### src/pkg/irf_map.svh
// register offsets, field positions and reset values of the request flag block
`ifndef IRF_MAP_SVH
`define IRF_MAP_SVH
`define IRF_OFS_FLAGS_ONE   12'h000
`define IRF_OFS_FLAGS_TWO   12'h004
`define IRF_OFS_WAKEUP      12'h008
`define IRF_OFS_ENABLE_ONE  12'h00c
`define IRF_OFS_ENABLE_TWO  12'h010
`define IRF_OFS_EDGE_SEL    12'h014
`define IRF_OFS_PIN_FUNC    12'h018
`define IRF_RSV_BIT         5
`define IRF_ONE_MASK        8'hdf
`define IRF_RST_FLAGS       8'h00
`define IRF_RST_CTRL        8'h00
`endif

### src/pkg/irf_pkg.sv
// types shared by the request flag block
package irf_pkg;
    // one-cycle event strobes from the peripherals
    typedef struct packed {
        logic timer_a_ovf;
        logic serial_one_done;
        logic direct_xfer;
        logic adc_done;
        logic serial_two_done;
        logic serial_two_abort;
        logic fh_match;
        logic fl_match;
        logic timer_c_ovf;
        logic timer_c_udf;
        logic timer_b_ovf;
    } irf_events_t;
    // pin levels of the interrupt, capture and wakeup pins
    typedef struct packed {
        logic [4:0] ext_pin;
        logic       capture_timer_pin;
        logic [7:0] wakeup_pin;
    } irf_pins_t;
endpackage

### src/hdl/irf_flags.sv
// interrupt request flag registers with ahb-lite slave
`include "irf_map.svh"
`timescale 1ns/10ps
`default_nettype none
module irf_flags (
    input  wire logic               clk,
    input  wire logic               rstn,
    input  wire logic [11:0]        haddr,
    input  wire logic [1:0]         htrans,
    input  wire logic               hwrite,
    input  wire logic [2:0]         hsize,
    input  wire logic [31:0]        hwdata,
    input  wire logic               hsel,
    input  wire logic               hready,
    output logic      [31:0]        hrdata,
    output logic                    hreadyout,
    output logic                    hresp,
    input  wire irf_pkg::irf_events_t ev,
    input  wire irf_pkg::irf_pins_t   pins,
    input  wire logic               direct_xfer_on,
    input  wire logic               adc_start_flag,
    input  wire logic               timer_f_16bit,
    input  wire logic               capture_edge_rise,
    output logic      [7:0]         flags_one,
    output logic      [7:0]         flags_two,
    output logic      [7:0]         wakeup_flags,
    output logic      [7:0]         req_one,
    output logic      [7:0]         req_two
);
    logic       rs1_q, rs2_q;
    logic [7:0] flags_one_q, flags_two_q, wakeup_q;
    logic [7:0] en_one_q, en_two_q, pin_func_q;
    logic [4:0] edge_sel_q;
    logic [4:0] ext_prev_q;
    logic       cap_prev_q;
    logic [7:0] wk_prev_q;
    logic       wr_pend_q;
    logic [11:0] wr_addr_q;
    logic [7:0] set_one, set_two, set_wk;
    logic [7:0] clr_one, clr_two, clr_wk, clr_en_wk;
    logic       take;
    logic [4:0] set_ext;

    // reset release through two flops
    always_ff @(posedge clk or negedge rstn) begin
        if (!rstn) begin
            rs1_q <= 1'b0;
            rs2_q <= 1'b0;
        end else begin
            rs1_q <= 1'b1;
            rs2_q <= rs1_q;
        end
    end

    // edge check on one pin level
    function automatic logic edge_seen(input logic prev, input logic cur,
                                       input logic rise);
        edge_seen = rise ? (!prev && cur) : (prev && !cur);
    endfunction

    // previous pin levels for edge detection
    always_ff @(posedge clk or negedge rs2_q) begin
        if (!rs2_q) begin
            ext_prev_q <= 5'h00;
            cap_prev_q <= 1'b0;
            wk_prev_q  <= 8'hff;
        end else begin
            ext_prev_q <= pins.ext_pin;
            cap_prev_q <= pins.capture_timer_pin;
            wk_prev_q  <= pins.wakeup_pin;
        end
    end

    // set conditions per flag
    always_comb begin
        // bit 5 never sets here, it is forced on read
        set_one = {ev.timer_a_ovf,
                   ev.serial_one_done,
                   1'b0,
                   set_ext};
        set_two[7] = direct_xfer_on && ev.direct_xfer;
        set_two[6] = ev.adc_done && !adc_start_flag;
        set_two[5] = ev.serial_two_done || ev.serial_two_abort;
        set_two[4] = pin_func_q[5]
            && edge_seen(cap_prev_q, pins.capture_timer_pin,
                         capture_edge_rise);
        set_two[3] = ev.fh_match;
        set_two[2] = ev.fl_match && !timer_f_16bit;
        set_two[1] = ev.timer_c_ovf || ev.timer_c_udf;
        set_two[0] = ev.timer_b_ovf;
    end

    // external and wakeup pin edges
    for (genvar i = 0; i < 5; i++) begin : g_ext
        assign set_ext[i] = pin_func_q[i]
            && edge_seen(ext_prev_q[i], pins.ext_pin[i], edge_sel_q[i]);
    end
    for (genvar i = 0; i < 8; i++) begin : g_wk
        assign set_wk[i] = clr_en_wk[i]
            && edge_seen(wk_prev_q[i], pins.wakeup_pin[i], 1'b0);
    end

    // ahb address phase capture
    assign take = hsel && hready && htrans[1];
    always_ff @(posedge clk or negedge rs2_q) begin
        if (!rs2_q) begin
            wr_pend_q <= 1'b0;
            wr_addr_q <= 12'h000;
        end else begin
            wr_pend_q <= take && hwrite;
            wr_addr_q <= haddr;
        end
    end

    // write of 0 clears, 1 keeps
    assign clr_one = (wr_pend_q && wr_addr_q == `IRF_OFS_FLAGS_ONE)
                     ? ~hwdata[7:0] : 8'h00;
    assign clr_two = (wr_pend_q && wr_addr_q == `IRF_OFS_FLAGS_TWO)
                     ? ~hwdata[7:0] : 8'h00;
    assign clr_wk  = (wr_pend_q && wr_addr_q == `IRF_OFS_WAKEUP)
                     ? ~hwdata[7:0] : 8'h00;
    // wakeup pins 7..6 share bits 7..6 of the pin function register, pins 5..0 are always on
    assign clr_en_wk = {pin_func_q[7:6], 6'h3f};

    // flag registers: set wins, only writes clear
    always_ff @(posedge clk or negedge rs2_q) begin
        if (!rs2_q) begin
            flags_one_q <= `IRF_RST_FLAGS;
            flags_two_q <= `IRF_RST_FLAGS;
            wakeup_q    <= `IRF_RST_FLAGS;
        end else begin
            flags_one_q <= ((flags_one_q & ~clr_one) | set_one)
                           & `IRF_ONE_MASK;
            flags_two_q <= (flags_two_q & ~clr_two) | set_two;
            wakeup_q    <= (wakeup_q & ~clr_wk) | set_wk;
        end
    end

    // control registers: enables, edge select, pin function
    always_ff @(posedge clk or negedge rs2_q) begin
        if (!rs2_q) begin
            en_one_q   <= `IRF_RST_CTRL;
            en_two_q   <= `IRF_RST_CTRL;
            edge_sel_q <= 5'h00;
            pin_func_q <= `IRF_RST_CTRL;
        end else if (wr_pend_q) begin
            if (wr_addr_q == `IRF_OFS_ENABLE_ONE) en_one_q <= hwdata[7:0];
            if (wr_addr_q == `IRF_OFS_ENABLE_TWO) en_two_q <= hwdata[7:0];
            if (wr_addr_q == `IRF_OFS_EDGE_SEL)  edge_sel_q <= hwdata[4:0];
            if (wr_addr_q == `IRF_OFS_PIN_FUNC)  pin_func_q <= hwdata[7:0];
        end
    end

    // read data, registered on the address phase
    always_ff @(posedge clk or negedge rs2_q) begin
        if (!rs2_q) begin
            hrdata <= 32'h0000_0000;
        end else if (take && !hwrite) begin
            unique case (haddr)
                `IRF_OFS_FLAGS_ONE:  hrdata <= {24'h0, flags_one_q
                                     | 8'h20};
                `IRF_OFS_FLAGS_TWO:  hrdata <= {24'h0, flags_two_q};
                `IRF_OFS_WAKEUP:     hrdata <= {24'h0, wakeup_q};
                `IRF_OFS_ENABLE_ONE: hrdata <= {24'h0, en_one_q};
                `IRF_OFS_ENABLE_TWO: hrdata <= {24'h0, en_two_q};
                `IRF_OFS_EDGE_SEL:   hrdata <= {27'h0, edge_sel_q};
                `IRF_OFS_PIN_FUNC:   hrdata <= {24'h0, pin_func_q};
                default:             hrdata <= 32'h0000_0000;
            endcase
        end
    end

    // outputs straight from flops; requests gated by enables
    always_ff @(posedge clk or negedge rs2_q) begin
        if (!rs2_q) begin
            hreadyout    <= 1'b1;
            hresp        <= 1'b0;
            flags_one    <= 8'h20;
            flags_two    <= 8'h00;
            wakeup_flags <= 8'h00;
            req_one      <= 8'h00;
            req_two      <= 8'h00;
        end else begin
            hreadyout    <= 1'b1;
            hresp        <= 1'b0;
            flags_one    <= flags_one_q | 8'h20;
            flags_two    <= flags_two_q;
            wakeup_flags <= wakeup_q;
            req_one      <= {flags_one_q[7:6] & en_one_q[7:6],
                             en_one_q[5] & (|wakeup_q),
                             flags_one_q[4:0] & en_one_q[4:0]};
            req_two      <= flags_two_q & en_two_q;
        end
    end

    // a flag never drops without a clearing write
    property p_no_auto_clear;
        @(posedge clk) disable iff (!rs2_q)
        (flags_two_q[0] && !(wr_pend_q && wr_addr_q == `IRF_OFS_FLAGS_TWO))
        |=> flags_two_q[0];
    endproperty
    a_no_auto_clear: assert property (p_no_auto_clear)
        else $error("flag cleared without write");

    // a set in the same cycle as a clear still lands
    property p_set_wins;
        @(posedge clk) disable iff (!rs2_q)
        set_one[7] |=> flags_one_q[7];
    endproperty
    a_set_wins: assert property (p_set_wins)
        else $error("set lost");

    // reserved bit shows 1 and never holds state
    property p_rsv;
        @(posedge clk) disable iff (!rs2_q) flags_one[5] && !flags_one_q[5];
    endproperty
    a_rsv: assert property (p_rsv)
        else $error("reserved bit wrong");

    // request output is flag and enable of the cycle before
    property p_req;
        @(posedge clk) disable iff (!rs2_q)
        1'b1 |=> req_two == ($past(flags_two_q) & $past(en_two_q));
    endproperty
    a_req: assert property (p_req)
        else $error("request not gated by enable");

    // a write of 0 with no set clears the flag
    property p_wr_clear;
        @(posedge clk) disable iff (!rs2_q)
        (wr_pend_q && wr_addr_q == `IRF_OFS_FLAGS_TWO && !hwdata[0]
         && !set_two[0]) |=> !flags_two_q[0];
    endproperty
    a_wr_clear: assert property (p_wr_clear)
        else $error("write of 0 did not clear");

    // software writes never set a flag
    property p_wr_no_set;
        @(posedge clk) disable iff (!rs2_q)
        (wr_pend_q && wr_addr_q == `IRF_OFS_FLAGS_TWO && !flags_two_q[0]
         && !set_two[0]) |=> !flags_two_q[0];
    endproperty
    a_wr_no_set: assert property (p_wr_no_set)
        else $error("write set a flag");

    // selected edge on an interrupt pin sets its flag
    property p_ext_edge;
        @(posedge clk) disable iff (!rs2_q)
        (pin_func_q[0] && (edge_sel_q[0]
            ? (!ext_prev_q[0] && pins.ext_pin[0])
            : (ext_prev_q[0] && !pins.ext_pin[0]))) |=> flags_one_q[0];
    endproperty
    a_ext_edge: assert property (p_ext_edge)
        else $error("external edge missed");

    // pin not in interrupt use never sets its flag
    property p_ext_gate;
        @(posedge clk) disable iff (!rs2_q)
        (!pin_func_q[0] && !flags_one_q[0]) |=> !flags_one_q[0];
    endproperty
    a_ext_gate: assert property (p_ext_gate)
        else $error("external flag set while pin unused");

    // falling edge on a wakeup pin sets its flag
    property p_wk_edge;
        @(posedge clk) disable iff (!rs2_q)
        (wk_prev_q[0] && !pins.wakeup_pin[0]) |=> wakeup_q[0];
    endproperty
    a_wk_edge: assert property (p_wk_edge)
        else $error("wakeup edge missed");

    // wakeup pin out of wakeup use never sets its flag
    property p_wk_gate;
        @(posedge clk) disable iff (!rs2_q)
        (!pin_func_q[7] && !wakeup_q[7]) |=> !wakeup_q[7];
    endproperty
    a_wk_gate: assert property (p_wk_gate)
        else $error("wakeup flag set while pin unused");

    // direct transfer flag needs transfer mode on
    property p_dt_gate;
        @(posedge clk) disable iff (!rs2_q)
        (!direct_xfer_on && !flags_two_q[7]) |=> !flags_two_q[7];
    endproperty
    a_dt_gate: assert property (p_dt_gate)
        else $error("direct transfer flag set while off");

    // converter flag needs the start flag reset
    property p_adc_gate;
        @(posedge clk) disable iff (!rs2_q)
        (adc_start_flag && !flags_two_q[6]) |=> !flags_two_q[6];
    endproperty
    a_adc_gate: assert property (p_adc_gate)
        else $error("converter flag set while busy");

    // low compare flag only in 8-bit mode
    property p_fl_gate;
        @(posedge clk) disable iff (!rs2_q)
        (timer_f_16bit && !flags_two_q[2]) |=> !flags_two_q[2];
    endproperty
    a_fl_gate: assert property (p_fl_gate)
        else $error("low compare flag set in 16-bit mode");

    // rising edge on the capture pin, when selected, sets its flag
    property p_cap_edge;
        @(posedge clk) disable iff (!rs2_q)
        (pin_func_q[5] && capture_edge_rise && !cap_prev_q
         && pins.capture_timer_pin) |=> flags_two_q[4];
    endproperty
    a_cap_edge: assert property (p_cap_edge)
        else $error("capture edge missed");

    // capture pin out of capture use never sets its flag
    property p_cap_gate;
        @(posedge clk) disable iff (!rs2_q)
        (!pin_func_q[5] && !flags_two_q[4]) |=> !flags_two_q[4];
    endproperty
    a_cap_gate: assert property (p_cap_gate)
        else $error("capture flag set while pin unused");
endmodule
`default_nettype wire

### config.mk
export PLATFORM = sky130hd
export DESIGN_NAME = irf_flags
export DESIGN_NICKNAME = d
export VERILOG_FILES = /design/src/pkg/irf_pkg.sv /design/src/hdl/irf_flags.sv
export VERILOG_INCLUDE_DIRS = /design/src /design/src/pkg
export SDC_FILE = /design/constraint.sdc
export NUM_CORES = 1
export LEC_CHECK = 0
export ABC_AREA = 1
export BUFFER_PORTS_ARGS = -buffer_cell sky130_fd_sc_hd__buf_4
export CAP_MARGIN = 5
export CORE_MARGIN = 5
export CORE_UTILIZATION = 30
export DETAILED_ROUTE_END_ITERATION = 7
export GPL_ROUTABILITY_DRIVEN = 1
export PLACE_DENSITY_LB_ADDON = 0.3
export SYNTH_ARGS = -nofsm -noshare
export SYNTH_HDL_FRONTEND = slang
export SYNTH_SLANG_ARGS = --single-unit
export TNS_END_PERCENT = 10
### constraint.sdc
create_clock -name clk -period 3.45 [get_ports clk]
set_input_delay 0.1725 -clock clk [delete_from_list [all_inputs] [get_ports clk]]
set_output_delay 0.1725 -clock clk [all_outputs]
set_load 0.005 [all_outputs]
==> results.toml, run 1 <==
[detailed_routing]
initialDrtViolationCount = 277
wl_per_cell_um = 14.3
viasPerCell = 4.31
drc = 0
ant_nets = 0
wl_um = 13600
num_vias = 4092
drtPass1Iterations = 5

[layout]
fin_util_pct = 41.3
multi_input_area_sq_um = 1630
stdcell_area_sq_um = 7100
regArea_sq_um = 3220
syn_to_final_growth_pct = 36.0
layout.nets = 793
n_fill_cell = 1714
fin_cells = 949
drive_gt1_share_pct = 22.1

[logic_synthesis]
ys_seq_area_share_pct = 61.6
synth_top_area_share_pct = 57.6
synth_seq_cells = 128
synth_warnings = 0
yosys.area.top_type = "dfrtp_1"
synthCells = 556
yosysMostFrequentCell = "nand2_1"
syn_area_per_cell_sq_um = 9.38
yosys_most_used_dff = "dfrtp_1"
synth_edf_count = 0
synth_cell_type_count = 27
netlist_top_cells_count = "nand2_1, dfrtp_1, nor2_1"
synth_area_leaders = "dfrtp_1, nand2_1, nand3_1, nor2_1, buf_4"
async_flop_share_pct = 100
syn-cell-area_sq_um = 5220

[grt]
grt_use_total_pct = 13.8
grt.overflow.total = 0
grt_pass1_wl_um = 21300
grt_start_max_net_pins = 68
antenna_found_initial = 1
grt_pass1_vias = 4024

[clock_network]
cts_tree = "done"
clockBufferDepth = 2
cts.reportedPaths.clkPinSlew_ps = 50
cts-buffers-inserted = 17
htreeDepth = 4
clkLatencyLatePin_ps = 410
post_cts_buffers = 0
post_cts_resized = 0
cts-root-buf = "clkbuf_16"
cts_num_sinks = 128

[floorplanning]
dieHeight_um = 142
num_rows = 48
core_area_sq_um = 17200
die_area_sq_um = 20100
start_util_pct = 30.4
pin_count = 157
die_x_um = 142

[job]
cap_violations = 0

[power]
ir_worst_vdd_uv = 277
total_power_mw = 3.36
powerDensity_nw_per_um2 = 474
leakage_nw = 3.43

[place]
dp_hpwl_um = 9410
post_dp_cell_area_sq_um = 6130
globalplace.congestion = 0.785
dp.cells = 876
port_buffers = 101
place_ws_ps = 1510

[status]
outcome = "finished, final reports clean"

[worst_hold_path]
worstHoldStart = "ev[7]"
whs_path_depth = 3
min_to = "flags_two_q[6]"
hp-class = "primary input to flop"

[critical_path]
reg2reg_depth = 5
r2r_start = "wr_addr_q[1]"
r2r_setup_slack_ps = 1570
critPathKind = "primary input to flop"
r2r_end = "flags_two_q[4]"
cp-end-kind = "flop"
cp.required_ps = 3800
crit_arrival_ps = 2440
start_kind = "primary input"
cp_max_fo = 44

[timing]
skew_ps = 7.74
slew-limit-headroom_pct = 43.5
period_minus_slack_ps = 2090
rsz0062_at_grt = "no"
hold_viol_final = 0
slew_violations = 0
holdWs_ps = 19.2
fmax_mhz = 478
fin_setup_tns_ps = 0
tightestPinTransition_ps = 844
finalCritPeriodShare_pct = 60.6
setup_ws_ps = 1360
setup_viol = 0
-- timing repair --
action / in CTS / in global routing
setup endpoints to repair: 0 / 0
endpoints found under the hold margin: 44 / 0
hold buffers: 40 / 0
-- flip-flops by register name, summed over array words and instances (netlist names) --
name / count
wk_prev_q: 8
rs1_q: 1
req_two: 8
cap_prev_q: 1
wakeup_q: 8
rs2_q: 1
req_one: 8
ext_prev_q: 5
pin_func_q: 8
flags_one: 7
en_one_q: 8
wakeup_flags: 8
flags_two: 8
edge_sel_q: 5
flags_one_q: 7
flags_two_q: 8
hrdata: 8
en_two_q: 8
wr_pend_q: 1
wr_addr_q: 12
-- worst max-delay path by stage --
stage	from	to	slack, ps	cells past startpoint
floorplan	rs2_q	cap_prev_q	1330	0
global placement	haddr[1]	hrdata[1]	1520	10
detailed placement	haddr[9]	hrdata[1]	1510	10
CTS	haddr[9]	hrdata[1]	1380	11
global route	haddr[11]	hrdata[0]	1190	11
finish	haddr[11]	hrdata[1]	1360	11
-- placed cells by master, fill, tap and decap left out, types with 2 or more instances in the layout --
cell type / count
buf_4: 103
clkbuf_16: 17
clkinv_2: 4
clkinv_4: 3
clkinvlp_4: 4
conb_1: 28
dfrtp_1: 119
dfstp_2: 8
dlygate4sd3_1: 40
inv_1: 55
nand2_1: 147
nand3_1: 47
nand3_2: 2
nand4_1: 8
nor2_1: 59
nor3_1: 3
nor4_1: 2
o21ai_0: 41
o21ai_1: 7
o21ai_2: 9
o21bai_1: 2
-- cell families (layout without fill, tap and decap cells) --
kind of cell / after synthesis / count (layout) / share of synthesized area [%]
flip-flops: 128 / 128 / 61.6
AO/OA/AOI/OAI: 61 / 61 / 6.64
AND/OR/NAND/NOR: 274 / 274 / 22.6
buffers and inverters: 91 / 232 / 8.97
other: 2 / 29 / 0.144
-- cell type report --
type	count	share of cell area (%)
well taps	225	3.97
repair buffers	144	16.8
flip-flops and latches	128	45.3
inverters	56	2.96
diodes	1	0.0353
clock inverters	13	1.62
multi-input cells	363	23.0
clock buffers	19	6.24
-- power by group --
part,internal [mW],switching (mW)
combinational,0.0834,0.0821
sequential,1.52,0.0195
clock,1.01,0.644
total,2.61,0.746
-- metal layers --
layer / up-vias / global-route usage [%] / routed length [um]
met2: 130 / 23.0 / 6690
li1: 2026 / - / -
met5: - / 0 / 0
met3: 16 / 3.81 / 882
met1: 1920 / 17.2 / 5810
met4: 0 / 4.85 / 183
-- worst max-delay path: stages --
cell and delay, ps:
dlygate4sd3_1 540, buf_4 140, nor2_1 80, and2_1 140, buf_4 410, nand2_1 420
nor2_1 190, nor2_1 70, nand2_1 130, nand2_1 70, nand2_1 70
Note: power is estimated with default switching activity, not from simulation.
==> inputs of run 2 (changes only) <==
Settings changed: ABC_AREA 1 to 0.
Clock period 3.45 ns to 1.9 ns, I/O delays scaled along.
==> results.toml, run 2 <==
[status]
outcome = "finished, final reports clean"

[power]
powerDensity_nw_per_um2 = 864
ir_worst_vdd_uv = 631
switching_share_pct = 21.6
seqPwrFrac_pct = 45.1
total_power_mw = 6.29
combPwrFrac_pct = 6.4
switching_power_mw = 1.36
clkPwrFrac_pct = 48.5
leakage_nw = 3.38
p_int_mw = 4.93

[layout]
antennaDiodeCount = 0
syn_to_final_growth_pct = 43.1
drive_gt1_share_pct = 34.0
n_fill_cell = 1555
mostFrequentLayoutCell = "buf_4"
layout.nets = 661
fin_util_pct = 43.7
top_register = "wr_addr_q"
largest_reg_flops = 12
mostFrequentLayoutCells = "buf_4, dfrtp_1, dlygate4sd3_1, o21ai_0, conb_1"

[critical_path]
cp-end-kind = "flop"
r2r_end = "en_two_q[3]"
r2r_setup_slack_ps = 20
start_kind = "flop"
cp_max_fo = 4
crit_arrival_ps = 2180
reg2reg_depth = 5
cp.required_ps = 2190
r2r_start = "wr_addr_q[6]"
critPathKind = "flop to flop"

[logic_synthesis]
synth_warnings = 0
syn-cell-area_sq_um = 5090
ys_seq_area_share_pct = 63.1
syn_area_per_cell_sq_um = 13.0
async_flop_share_pct = 100
yosys.area.top_type = "dfrtp_1"
synth_seq_cells = 128
synth_cell_type_count = 40
yosysMostFrequentCell = "dfrtp_1"
synth_top_area_share_pct = 59.0
synth_edf_count = 0
netlist_top_cells_count = "dfrtp_1, o21ai_0, buf_4"
synthCells = 390
yosys_most_used_dff = "dfrtp_1"
synth_area_leaders = "dfrtp_1, o21ai_0, mux2_4, dfstp_2, buf_4"

[place]
port_buffers = 101
dp_hpwl_um = 9340
globalplace.congestion = 0.780

[grt]
grt_use_total_pct = 14.0
grt_pass1_wl_um = 21100
grt_start_max_net_pins = 42
grt.overflow.total = 0
grt_pass1_vias = 3880
antenna_found_initial = 0

[floorplanning]
dieHeight_um = 140
die_area_sq_um = 19700
start_util_pct = 30.6
core_area_sq_um = 16600
die_x_um = 140
pin_count = 157
num_rows = 47

[detailed_routing]
viasPerCell = 4.46
num_vias = 3618
drc = 0
ant_nets = 0
drtPass1Iterations = 4
initialDrtViolationCount = 98
wl_um = 13200
wl_per_cell_um = 16.3

[clock_network]
clkLatencyLatePin_ps = 410
cts-buffers-inserted = 17
htreeDepth = 4
cts_tree = "done"
clockBufferDepth = 2
cts.reportedPaths.clkPinSlew_ps = 60
cts_num_sinks = 128
cts-root-buf = "clkbuf_16"

[worst_hold_path]
whs_path_depth = 1
hp-class = "primary input to flop"
min_to = "wr_addr_q[4]"
worstHoldStart = "haddr[4]"

[timing]
skew_ps = 8.99
tightestPinTransition_ps = 583
holdWs_ps = 21.6
slew-limit-headroom_pct = 61.1
rsz0062_at_grt = "yes"
finalCritPeriodShare_pct = 99.1
setup_viol = 0
fmax_mhz = 531
slew_violations = 0
period_minus_slack_ps = 1880
hold_viol_final = 0

[job]
cap_violations = 0
## run 2: cell count changes after synthesis, moves of 7 or more
cell and delta:
o21ai_1 -7, nand3_1 -46, and2_1 +14, mux2_4 +16, mux2_2 +13, o21ai_0 +7, mux2i_1 +19, o21ai_2 -9
nor2_1 -43, nor3b_1 +10, inv_1 -46, nand2_1 -121
## run 2: worst max-delay path, stage by stage (launching register included)
cell and delay, ps:
dfrtp_1 390, nor4_4 300, nand4b_1 180, or3b_4 430, buf_6 160, mux2_4 290
## run 2: worst max path at each step
stage,start,to,slack [ps],cells past startpoint
after floorplan,wr_addr_q[1],en_two_q[0],20,5
after global placement,wr_addr_q[1],en_two_q[0],-20,5
after detailed placement,wr_addr_q[1],pin_func_q[2],-30,6
after CTS,wr_addr_q[7],pin_func_q[2],10,6
after global routing,wr_addr_q[7],pin_func_q[2],-80,6
final,wr_addr_q[6],en_two_q[3],20,5
## run 2: per-stage QoR
step / std cells / TNS [ps] / setup WS (ps) / cell area [sq um]
2_1_floorplan: 416 / 0 / 17.5 / 5190
3_3_place_gp: 725 / -130 / -15.4 / 6170
3_5_place_dp: 725 / -293 / -29.0 / 6170
4_1_cts: 811 / 0 / 9.93 / 7270
5_1_grt: 811 / -1480 / -80.5 / 7280
6_report: 811 / 0 / 17.9 / 7280
## run 2: what timing repair did
action,4_1_cts,5_1_grt
setup endpoints to repair,20,29
setup buffers,3,0
hold buffers,51,0
gates resized for setup,4,3
cloned,0,0
pin swaps,5,0
endpoints found under the hold margin,80,0
## run 2: power by group through the flow
stage,sequential [mW],clock (mW),combinational [mW]
2_1_floorplan,2.90,0,0.158
3_3_place_gp,2.88,0,0.315
3_5_place_dp,2.88,0,0.323
4_1_cts,2.84,3.14,0.409
5_1_grt,2.85,3.26,0.448
6_report,2.84,3.05,0.404
## run 2: area by class of cell
cell class                      instances  area, sq um  area share [%]
Clock buffer                           21          440            6.05
Sequential cell                       128         3220            44.2
Inverter                                9         33.8           0.464
Clock inverter                         11          116            1.60
Tap cell                              220          275            3.78
Multi-Input combinational cell        244         1700            23.4
Timing Repair Buffer                  178         1500            20.5
## run 2: routing by layer
layer / global-route usage (%) / up-vias / wire length [um] / share of wire (%)
li1: - / 1694 / - / -
met1: 17.3 / 1773 / 5510 / 42
met2: 23.0 / 121 / 6540 / 50
met3: 4.02 / 30 / 772 / 5.8
met4: 6.07 / 0 / 376 / 2.8
met5: 0 / - / 0 / 0
## run 2: cells by family (layout without fill, tap and decap cells)
family	Yosys count	count (layout)	share of synthesized area, %
DFF	128	128	63.1
buffers and inverters	44	219	5.41
muxes	49	49	11.8
AOI/OAI and AO/OA	62	62	6.66
and+or+nand+nor	105	105	12.9
other	2	28	0.148
==> inputs of run 3 (changes only) <==
Settings changed: CTS_BUF_LIST from default to sky130_fd_sc_hd__clkbuf_8.
==> results.toml, run 3 (same netlist as run 2, synthesis figures left out) <==
[detailed_routing]
ant_nets = 0
wl_um = 13100
initialDrtViolationCount = 114
drtPass1Iterations = 4
wl_per_cell_um = 16.1
viasPerCell = 4.43
drc = 0
num_vias = 3602

[critical_path]
critPathKind = "flop to flop"
cp_max_fo = 4
reg2reg_depth = 5
r2r_setup_slack_ps = 9
cp-end-kind = "flop"
crit_arrival_ps = 2210
start_kind = "flop"
cp.required_ps = 2220
critPathCapture = "en_two_q[3]"
r2r_end = "en_two_q[3]"
startpoint = "wr_addr_q[11]"
r2r_start = "wr_addr_q[11]"

[power]
combPwrFrac_pct = 7.6
seqPwrFrac_pct = 52.4
switching_share_pct = 23.3
leakage_nw = 3.32
clkPwrFrac_pct = 40.0
switching_power_mw = 1.26
powerDensity_nw_per_um2 = 759
ir_worst_vdd_uv = 394
p_int_mw = 4.14

[job]
cap_violations = 0

[layout]
syn_to_final_growth_pct = 39.8
mostFrequentLayoutCell = "buf_4"
layout.nets = 663
n_fill_cell = 1569
top_register = "wr_addr_q"
stdcell_area_sq_um = 7110
largest_reg_flops = 12
fin_cells = 813
drive_gt1_share_pct = 33.9
antennaDiodeCount = 0
mostFrequentLayoutCells = "buf_4, dfrtp_1, dlygate4sd3_1, o21ai_0, conb_1"

[floorplanning]
die_area_sq_um = 19700
dieHeight_um = 140
die_x_um = 140
core_area_sq_um = 16600
pin_count = 157
num_rows = 47
start_util_pct = 30.6

[grt]
grt_pass1_vias = 3918
grt_pass1_wl_um = 21000
grt_use_total_pct = 13.9
antenna_found_initial = 0
grt.overflow.total = 0
grt_start_max_net_pins = 42

[timing]
slew-limit-headroom_pct = 61.2
fmax_mhz = 529
tightestPinTransition_ps = 582
setup_viol = 0
fin_setup_tns_ps = 0
period_minus_slack_ps = 1890
skew_ps = 13.1
hold_viol_final = 0
finalCritPeriodShare_pct = 99.5
slew_violations = 0
rsz0062_at_grt = "yes"

[status]
outcome = "finished, final reports clean"

[clock_network]
clkLatencyLatePin_ps = 440
cts_num_sinks = 128
htreeDepth = 4
cts-buffers-inserted = 17
cts.reportedPaths.clkPinSlew_ps = 70
cts_tree = "done"
clockBufferDepth = 2
cts-root-buf = "clkbuf_8"

[place]
post_dp_cell_area_sq_um = 6170
globalplace.congestion = 0.780
port_buffers = 101
dp.cells = 725
dp_hpwl_um = 9340

[worst_hold_path]
hp-class = "primary input to flop"
## run 3: cell type report
| cell class | instances | area [sq um] | area share [%] |
|---|---|---|---|
| Clock buffer | 17 | 234 | 3.29 |
| Clock inverter | 15 | 131 | 1.85 |
| Inverter | 9 | 33.8 | 0.475 |
| Timing Repair Buffer | 180 | 1520 | 21.4 |
| Sequential cell | 128 | 3220 | 45.2 |
| Multi-Input combinational cell | 244 | 1700 | 23.9 |
| Tap cell | 220 | 275 | 3.87 |
## run 3: per-stage QoR
stage / total power, mW / utilization [%] / worst slack [ps] / hold WS [ps]
after floorplan: 3.06 / - / 17.5 / -201
after global placement: 3.20 / 37.1 / -15.4 / -122
after detailed placement: 3.21 / 37.1 / -29.0 / -120
after CTS: 5.48 / 42.6 / -4.02 / 178
after global routing: 5.64 / 42.7 / -92.2 / 215
final: 5.40 / 42.7 / 8.66 / 204
## run 3: how the worst min path moves through the flow
stage / startpoint / endpoint / slack [ps] / depth (start not counted)
floorplan: rstn / rs1_q / -200 / 0
global route: hwrite / hrdata[3] / 220 / 5
CTS: hwrite / hrdata[7] / 180 / 5
detailed placement: rstn / rs1_q / -120 / 1
global placement: rstn / rs1_q / -120 / 1
finish: hwrite / hrdata[2] / 200 / 5
## run 3: power groups by stage
| stage | logic, mW | clock network (mW) | registers [mW] |
|---|---|---|---|
| after floorplan | 0.158 | 0 | 2.90 |
| after global placement | 0.315 | 0 | 2.88 |
| after detailed placement | 0.323 | 0 | 2.88 |
| after CTS | 0.412 | 2.23 | 2.83 |
| after global routing | 0.452 | 2.35 | 2.84 |
| final | 0.408 | 2.16 | 2.83 |
## run 3: worst max-delay path: stages, from the launching register on
cell and delay, ps:
dfrtp_1 400, nor4_4 310, nand4b_1 180, or3b_4 430, buf_6 160, mux2_4 290
## run 3: timing repair
action | in CTS | in global routing
pin swaps | 6 | 1
hold buffers | 53 | 0
gates resized for setup | 4 | 9
setup buffers | 2 | 1
hold endpoints to repair | 81 | 0
setup endpoints to repair | 22 | 29
## run 3: routing by layer
| metal | share of wire, % | vias up | track usage (%) | routed length [um] |
|---|---|---|---|---|
| met5 | 0 | - | 0 | 0 |
| met4 | 2.6 | 0 | 5.76 | 337 |
| met3 | 5.3 | 23 | 3.95 | 694 |
| met2 | 50 | 104 | 23.0 | 6490 |
| met1 | 43 | 1788 | 17.1 | 5590 |
| li1 | - | 1687 | - | - |
